[config.mk]
export PLATFORM = sky130hd
export DESIGN_NAME = lirq_core
export DESIGN_NICKNAME = d
export VERILOG_FILES = /design/src/lirq_pkg.sv /design/src/lirq_top_bit.sv /design/src/lirq_core.sv
export VERILOG_INCLUDE_DIRS = /design/src
export SDC_FILE = /design/constraint.sdc
export NUM_CORES = 2
export LEC_CHECK = 0
export BUFFER_PORTS_ARGS = -buffer_cell sky130_fd_sc_hd__buf_4
export CORE_MARGIN = 2
export CORE_UTILIZATION = 40
export CTS_BUF_LIST = sky130_fd_sc_hd__clkbuf_16
export DETAILED_ROUTE_END_ITERATION = 12
export PLACE_DENSITY_LB_ADDON = 0.1
export SLEW_MARGIN = 10
export SYNTH_ARGS = -nofsm -noshare
export SYNTH_HDL_FRONTEND = slang
export SYNTH_SLANG_ARGS = --single-unit
[constraint.sdc]
create_clock -name clk_sys -period 9.9 [get_ports clk_sys]
set_input_delay 0.99 -clock clk_sys [delete_from_list [all_inputs] [get_ports clk_sys]]
set_output_delay 0.99 -clock clk_sys [all_outputs]
set_load 0.02 [all_outputs]
[src/lirq_defs.svh]
// register offsets, field positions and reset values of the local interrupt logic
// assumes full 32-bit byte addresses on the core register port
`ifndef LIRQ_DEFS_SVH
`define LIRQ_DEFS_SVH

`define LIRQ_OFS_EOS        32'hfee000b0
`define LIRQ_OFS_VERSION    32'hfee00030
`define LIRQ_OFS_TPR        32'hfee00080
`define LIRQ_OFS_SVR        32'hfee000f0

`define LIRQ_SVR_VEC_LSB    0
`define LIRQ_SVR_VEC_MSB    7
`define LIRQ_SVR_ENABLE     8
`define LIRQ_SVR_FOCUS      9
`define LIRQ_SVR_SUPPRESS   12
`define LIRQ_VER_SUPPRESS   24

`define LIRQ_RST_TPR        8'h00
`define LIRQ_RST_SPUR_VEC   8'hff
`define LIRQ_RST_ENABLE     1'b1
`define LIRQ_RST_FOCUS      1'b0
`define LIRQ_RST_SUPPRESS   1'b0
`define LIRQ_OLD_LOW_ONES   4'hf
`define LIRQ_FIRST_VECTOR   8'h10

`endif

[src/lirq_pkg.sv]
// types shared by the local interrupt completion and priority logic
// constants live in lirq_defs.svh
package lirq_pkg;

  typedef struct packed {
    logic        wr;
    logic        rd;
    logic [31:0] addr;
    logic [31:0] wdata;
  } lirq_reg_req_type;

  typedef struct packed {
    logic        wr;
    logic        rd;
    logic [1:0]  cpl;
    logic [63:0] wdata;
  } lirq_alias_req_type;

  typedef struct packed {
    logic       valid;
    logic [7:0] vector;
    logic       level;
  } lirq_accept_type;

  typedef struct packed {
    logic [255:0] pending;
    logic [255:0] in_service;
    logic [255:0] trig_mode;
    logic [7:0]   task_priority_threshold;
    logic [7:0]   spur_vec;
    logic         sw_enable;
    logic         focus_chk;
    logic         suppress;
    logic [31:0]  rdata;
    logic         rvalid;
    logic [63:0]  alias_rdata;
    logic         alias_done;
    logic         alias_fault;
    logic         irq_req;
    logic [7:0]   ack_vector;
    logic         ack_valid;
    logic         ack_spurious;
    logic         bcast_valid;
    logic [7:0]   bcast_vector;
  } lirq_state_type;

endpackage

[src/lirq_top_bit.sv]
// finds the highest set bit of a vector and its index
// purely combinational, used by the main block on its own clock
`timescale 1ns/10ps
module lirq_top_bit #(
  parameter int WIDTH = 256,
  parameter int IDXW  = 8
) (
  input  wire logic [WIDTH-1:0] bits,
  output logic                  found,
  output logic [IDXW-1:0]       index
);

  logic [WIDTH:0] above;

  assign above[WIDTH] = 1'b0;

  // each bit wins only if no higher bit is set
  genvar i;
  generate
    for (i = 0; i < WIDTH; i++) begin : g_chain
      assign above[i] = above[i+1] | bits[i];
    end
  endgenerate

  always_comb begin
    index = '0;
    for (int j = 0; j < WIDTH; j++) begin
      if (bits[j] && !above[j+1]) begin
        index = IDXW'(j);
      end
    end
  end

  assign found = above[0];

endmodule

[src/lirq_core.sv]
// local interrupt controller: completion, task priority, alias and spurious vector
// assumes requests arrive from logic on clk_sys and last one cycle each
// assumes core and routing logic share clk_sys, so no synchronisers
// limitation: one acknowledge in flight, answered the next cycle
`timescale 1ns/10ps
`include "lirq_defs.svh"
module lirq_core #(
  parameter bit         NEW_VARIANT      = 1'b1,
  parameter bit         SUPPRESS_SUPPORT = 1'b1,
  parameter logic [7:0] VERSION_ID       = 8'h15
) (
  input  wire logic                         clk_sys,
  input  wire logic                         sys_rst,
  input  wire lirq_pkg::lirq_reg_req_type   reg_req,
  output logic [31:0]                       reg_rdata,
  output logic                              reg_rvalid,
  input  wire lirq_pkg::lirq_alias_req_type alias_req,
  output logic [63:0]                       alias_rdata,
  output logic                              alias_done,
  output logic                              alias_fault,
  input  wire lirq_pkg::lirq_accept_type    accept,
  input  wire logic                         core_acknowledge_cycle,
  output logic                              core_interrupt_request,
  output logic [7:0]                        ack_vector,
  output logic                              ack_valid,
  output logic                              ack_spurious,
  output logic                              eos_bcast_valid,
  output logic [7:0]                        eos_bcast_vector,
  output logic                              controller_enabled,
  output logic                              focus_check_enable
);

  lirq_pkg::lirq_state_type state_q;
  lirq_pkg::lirq_state_type state_d;

  logic       pend_found;
  logic [7:0] pend_top;
  logic       serv_found;
  logic [7:0] serv_top;
  logic [7:0] current_processor_priority;
  logic       deliverable;
  logic       eos_wr;
  logic [7:0] wvec;
  logic       alias_ok;
  logic [3:0] tpr_class;
  logic [3:0] serv_class;
  logic [3:0] pend_class;
  logic       alias_priv_ok;
  logic       alias_resv_ok;
  logic       level_done;
  logic       bcast_go;
  logic       ack_take;

  lirq_top_bit #(
    .WIDTH (256),
    .IDXW  (8)
  ) u_pend_top (
    .bits  (state_q.pending),
    .found (pend_found),
    .index (pend_top)
  );

  lirq_top_bit #(
    .WIDTH (256),
    .IDXW  (8)
  ) u_serv_top (
    .bits  (state_q.in_service),
    .found (serv_found),
    .index (serv_top)
  );

  assign tpr_class  = state_q.task_priority_threshold[7:4];
  assign serv_class = serv_top[7:4];
  assign pend_class = pend_top[7:4];

  // processor priority: threshold or top in-service class, whichever is higher
  always_comb begin
    if (!serv_found || tpr_class >= serv_class) begin
      current_processor_priority = state_q.task_priority_threshold;
    end else begin
      current_processor_priority = {serv_class, 4'h0};
    end
  end

  assign deliverable = state_q.sw_enable && pend_found && (pend_class > current_processor_priority[7:4]);

  // acknowledge meets something deliverable, so a real vector goes out
  assign ack_take = core_acknowledge_cycle && deliverable;

  assign eos_wr = reg_req.wr && (reg_req.addr == `LIRQ_OFS_EOS);

  // older variant keeps low nibble at ones
  assign wvec = NEW_VARIANT ? reg_req.wdata[`LIRQ_SVR_VEC_MSB:`LIRQ_SVR_VEC_LSB]
                            : {reg_req.wdata[7:4], `LIRQ_OLD_LOW_ONES};

  assign alias_priv_ok = (alias_req.cpl == 2'b00);
  // upper bits must be zero on write
  assign alias_resv_ok = !(alias_req.wr && (alias_req.wdata[63:4] != 60'h0));
  // alias dead while disabled, enable tested where it acts
  assign alias_ok      = alias_priv_ok && alias_resv_ok;

  // completing a level source owes the remote controllers a message
  assign level_done = eos_wr && serv_found && state_q.trig_mode[serv_top];
  assign bcast_go   = level_done && !state_q.suppress;

  always_comb begin
    state_d              = state_q;
    state_d.rvalid       = 1'b0;
    state_d.alias_done   = 1'b0;
    state_d.alias_fault  = 1'b0;
    state_d.ack_valid    = 1'b0;
    state_d.ack_spurious = 1'b0;
    state_d.bcast_valid  = 1'b0;

    // vectors below the first usable one are reserved and dropped
    // trigger bit tracks source type
    if (accept.valid && accept.vector >= `LIRQ_FIRST_VECTOR) begin
      state_d.pending[accept.vector]   = 1'b1;
      state_d.trig_mode[accept.vector] = accept.level;
    end

    if (eos_wr && serv_found) begin
      state_d.in_service[serv_top] = 1'b0;
    end

    if (bcast_go) begin
      state_d.bcast_valid  = 1'b1;
      state_d.bcast_vector = serv_top;
    end

    // masked by now gives spurious vector
    if (core_acknowledge_cycle) begin
      state_d.ack_valid = 1'b1;
      if (ack_take) begin
        // set wins: a vector raised again while taken stays pending
        state_d.pending[pend_top]    = accept.valid && (accept.vector == pend_top);
        state_d.in_service[pend_top] = 1'b1;
        state_d.ack_vector           = pend_top;
      end else begin
        state_d.ack_vector   = state_q.spur_vec;
        state_d.ack_spurious = 1'b1;
      end
    end

    // request recomputed every cycle, so it drops when masked or taken
    // forced low on completion so the next pick sees the cleared bit
    state_d.irq_req = deliverable && !core_acknowledge_cycle && !eos_wr;

    if (reg_req.wr) begin
      case (reg_req.addr)
        `LIRQ_OFS_TPR: begin
          state_d.task_priority_threshold = reg_req.wdata[7:0];
        end
        `LIRQ_OFS_SVR: begin
          state_d.spur_vec  = wvec;
          state_d.sw_enable = reg_req.wdata[`LIRQ_SVR_ENABLE];
          // focus bit reserved in newer variant
          // held in enable sense so the output is a plain flop
          state_d.focus_chk = NEW_VARIANT ? 1'b1 : !reg_req.wdata[`LIRQ_SVR_FOCUS];
          state_d.suppress  = SUPPRESS_SUPPORT && reg_req.wdata[`LIRQ_SVR_SUPPRESS];
        end
        // completion decoded above, its data dropped
        `LIRQ_OFS_EOS: begin
        end
        // version register is read-only
        `LIRQ_OFS_VERSION: begin
        end
        default: begin
        end
      endcase
    end

    if (reg_req.rd) begin
      state_d.rvalid = 1'b1;
      state_d.rdata  = 32'h0;
      case (reg_req.addr)
        `LIRQ_OFS_TPR: begin
          state_d.rdata[7:0] = state_q.task_priority_threshold;
        end
        `LIRQ_OFS_SVR: begin
          state_d.rdata[`LIRQ_SVR_VEC_MSB:`LIRQ_SVR_VEC_LSB] = state_q.spur_vec;
          state_d.rdata[`LIRQ_SVR_ENABLE]   = state_q.sw_enable;
          state_d.rdata[`LIRQ_SVR_FOCUS]    = !state_q.focus_chk;
          state_d.rdata[`LIRQ_SVR_SUPPRESS] = state_q.suppress;
        end
        `LIRQ_OFS_VERSION: begin
          state_d.rdata[7:0]                = VERSION_ID;
          state_d.rdata[`LIRQ_VER_SUPPRESS] = SUPPRESS_SUPPORT;
        end
        `LIRQ_OFS_EOS: begin
          state_d.rdata = 32'h0;
        end
        // unmapped reads also answer zero
        default: begin
        end
      endcase
    end

    // after the register write, so the alias wins a same-cycle threshold clash
    if (alias_req.wr || alias_req.rd) begin
      state_d.alias_done  = 1'b1;
      state_d.alias_fault = !alias_ok;
      state_d.alias_rdata = 64'h0;
      if (alias_ok && state_q.sw_enable) begin
        if (alias_req.wr) begin
          state_d.task_priority_threshold = {alias_req.wdata[3:0], 4'h0};
        end
        if (alias_req.rd) begin
          state_d.alias_rdata = {60'h0, state_q.task_priority_threshold[7:4]};
        end
      end
    end
  end

  // sync reset: every field to a constant
  always_ff @(posedge clk_sys) begin
    if (sys_rst) begin
      state_q.pending      <= '0;
      state_q.in_service   <= '0;
      state_q.trig_mode    <= '0;
      state_q.task_priority_threshold          <= `LIRQ_RST_TPR;
      state_q.spur_vec     <= `LIRQ_RST_SPUR_VEC;
      state_q.sw_enable    <= `LIRQ_RST_ENABLE;
      state_q.focus_chk    <= !`LIRQ_RST_FOCUS;
      state_q.suppress     <= `LIRQ_RST_SUPPRESS;
      state_q.rdata        <= 32'h0;
      state_q.rvalid       <= 1'b0;
      state_q.alias_rdata  <= 64'h0;
      state_q.alias_done   <= 1'b0;
      state_q.alias_fault  <= 1'b0;
      state_q.irq_req      <= 1'b0;
      state_q.ack_vector   <= 8'h00;
      state_q.ack_valid    <= 1'b0;
      state_q.ack_spurious <= 1'b0;
      state_q.bcast_valid  <= 1'b0;
      state_q.bcast_vector <= 8'h00;
    end else begin
      state_q <= state_d;
    end
  end

  assign reg_rdata          = state_q.rdata;
  assign reg_rvalid         = state_q.rvalid;
  assign alias_rdata        = state_q.alias_rdata;
  assign alias_done         = state_q.alias_done;
  assign alias_fault        = state_q.alias_fault;
  assign core_interrupt_request = state_q.irq_req;
  assign ack_vector         = state_q.ack_vector;
  assign ack_valid          = state_q.ack_valid;
  assign ack_spurious       = state_q.ack_spurious;
  assign eos_bcast_valid    = state_q.bcast_valid;
  assign eos_bcast_vector   = state_q.bcast_vector;
  assign controller_enabled = state_q.sw_enable;
  assign focus_check_enable = state_q.focus_chk;

endmodule

==> flow_summary.yaml <==
power:
  power_density_nw_per_um2: 164
  seqPwrFrac_pct: 42.9
  p_leak_nw: 16.1
  p_switching_mw: 2.36
  power_frac_clock_pct: 43.3
  sw_frac_of_total_pct: 30.3
  combPwrFrac_pct: 13.8
  peakVddDrop_mv: 0.137
  p_int_mw: 5.42
layout:
  seqCellArea_um2: 16500
  multi_input_area_um2: 23600
  stdcell_count: 7015
  fillCellCount: 10800
  layout-drive-gt1-share_pct: 10.3
  nNetsFinal: 5702
  synthToLayoutAreaGrowth_pct: 11.5
  fin_area_um2: 47500
floorplan:
  num_rows: 119
  start_util_pct: 40.4
  die_area_um2: 109000
  coreArea_um2: 105000
  io_pins: 268
  die_x_um: 330
  die_y_um: 330
synthesis:
  synth_cell_types: 102
  yosysTopAreaCell: "dfxtp_1"
  yosysMostFrequentCell: "dfxtp_1"
  ys_seq_area_share_pct: 38.8
  synth.area.top_cells: "dfxtp_1, a21oi_1, o21ai_0"
  async_flop_share_pct: 0
  synth-edff-count: 0
  synth_compound_area_share_pct: 29.6
  synth_area_um2: 42600
  synth_fa_ha_area_share_pct: 0.235
  synthFlopType: "dfxtp_1"
  synth_top_family_by_area: "compound AO/OA/AOI/OAI gates"
  synth_top_area_share_pct: 38.8
  syn_inst: 5619
  ys_ff_latch: 824
  avgSynthCellArea_um2: 7.58
  synth.area.mux_share_pct: 1.70
  yosysWarnings: 0
  yosys.area_share.simple_pct: 22.3
  synth_common_cells: "dfxtp_1, a21oi_1, o21ai_0"
  synthXorXnorAreaFrac_pct: 0.165
timing:
  fin_crit_ns: 8.72
  fmax_mhz: 115
  relSlewSlack_pct: 10.1
  fin_ws_ns: 1.18
  fin_crit_sh_pct: 88.1
  hold_violations: 0
  setup_viol: 0
  tightestPinTransition_ns: 1.35
  fin_setup_tns_ns: 0
  finClkSkew_ns: 0.0295
  maxSlewViolCount: 0
  rsz0062_at_grt: "no"
drt:
  drt_iter0_markers: 7310
  viasPerCell: 6.60
  vias: 46300
  drc_errors: 18
  wire_per_inst_um: 30.1
  postRouteAntennaNets: 0
  wl_um: 211000
  drt_first_pass_iters: 11
cts:
  hold_buffers: 0
  cts_max_path_buffers: 3
  ctsHtreeMaxLevel: 3
  cts_buffers: 95
  cts_tree: "yes"
  clockRootBuffer: "clkbuf_16"
  clock_latency_ns: 0.70
  cts_resized: 0
  clkSlewWorstSetupHoldPaths_ns: 0.06
  clock_sinks: 824
  cts_setup_buffers: 0
place:
  post-dp-hpwl_um: 139000
  dp_slack_ns: 1.65
  place_area_um2: 44600
  port_buffers: 163
  gp_congestion: 1.01
  placed_cells: 6841
grt:
  track_usage_pct: 37.2
  antenna_found_initial: 14
  grt_max_degree: 187
  grt_pass1_wl_um: 299000
  grt-ovfl-total: 0
  first_global_vias: 41200
critical_path:
  cp_slowest_cell: "nor4_1"
  critPathKind: "reg2reg"
  end_kind: "flop"
  cpMostUsedCell: "a21oi_1"
  cp_num_buf_inv: 2
  path_max_fanout: 23
  cp.required_ns: 10.49
  slowest_delay_ns: 0.85
  start_kind: "flop"
  cp_top_family: "simple AND/OR/NAND/NOR gates"
  worstPathArrival_ns: 9.31
outcome:
  failed_checks: "DRC"
  status: "finished with violations"
min_path:
  min_path_type: "reg2reg"
run:
  cap_violations: 0
through the flow:
stage                     util (%)  total power [mW]  hold slack, ns
after detailed placement      42.3              4.44           0.424
after CTS                     45.0              7.75           0.434
after global placement        42.3              4.44           0.420
after global routing          45.0              7.93           0.455
after floorplan                  -              3.96           0.408
final                         45.0              7.78           0.430
flip-flops by register name, indices dropped and copies added, names as in the netlist:
| name | flops |
|---|---|
| alias_fault | 1 |
| eos_bcast_vector | 8 |
| controller_enabled | 1 |
| reg_rvalid | 1 |
| alias_rdata | 4 |
| state_q | 785 |
| ack_spurious | 1 |
| alias_done | 1 |
| core_interrupt_request | 1 |
| ack_valid | 1 |
| reg_rdata | 11 |
| eos_bcast_valid | 1 |
| ack_vector | 8 |
metal layers:
| layer | wire (um) | vias up | part of all wire (%) | global-route usage [%] |
|---|---|---|---|---|
| met5 | 81 | - | 0.038 | 0 |
| met4 | 9780 | 10 | 4.6 | 15.5 |
| met3 | 23000 | 514 | 11 | 8.25 |
| met2 | 88800 | 2685 | 42 | 54.1 |
| met1 | 89100 | 22600 | 42 | 52.8 |
| li1 | - | 20500 | - | - |
worst min-delay path: cells and delay by family, from the launching register on:
kind	cells	cell delay (ns)
flops	1	0.31
buf+inv	1	0.05
compound gates	1	0.03
power by group through the flow:
stage	Clock, mW	Combinational [mW]	Sequential [mW]
after global placement	0	1.03	3.41
after floorplan	0	0.551	3.41
after CTS	3.38	1.03	3.34
final	3.37	1.07	3.34
after global routing	3.51	1.09	3.34
after detailed placement	0	1.03	3.41
worst paths after layout:
check	start	end	slack, ns	cells after the start
max	state_q[489]$_SDFF_PP0_	state_q[460]$_SDFF_PP0_	1.18	27
min	state_q[662]$_SDFF_PP0_	state_q[662]$_SDFF_PP0_	0.43	2
max reg2reg	state_q[489]$_SDFF_PP0_	state_q[460]$_SDFF_PP0_	1.18	27
min reg2reg	state_q[662]$_SDFF_PP0_	state_q[662]$_SDFF_PP0_	0.43	2
cell usage in the layout, fill, tap and decap left out, drive strengths merged, types with 82 or more instances in the layout:
cell type  synthesis  final
a21oi            760    760
a311oi           170    170
a31oi            123    123
buf              186    318
clkbuf           381     96
conb               2     82
dfxtp            824    824
inv              106    140
nand2            555    555
nand3            266    266
nor2             422    422
nor3             132    132
nor4             144    144
o21ai            701    701
cells by family (layout without fill, tap and decap cells):
kind of cell,after synthesis,in the layout
AO/OA/AOI/OAI,2112,2112
AND/OR/NAND/NOR,1922,1922
flip-flops,824,824
buffers and inverters,673,594
multiplexers,70,70
adder cells (fa/ha/maj),8,8
XOR/XNOR,8,8
other,2,86
area by class of cell:
cell class                      count  area share [%]
Timing Repair Buffer              318            5.11
Multi-Input combinational cell   4202            49.6
Tap cell                         1391            3.67
Clock inverter                     74           0.909
Clock buffer                       96            5.06
Inverter                          106           0.838
Antenna cell                        4          0.0211
Sequential cell                   824            34.8
Note: power is estimated with default switching activity, not from simulation.
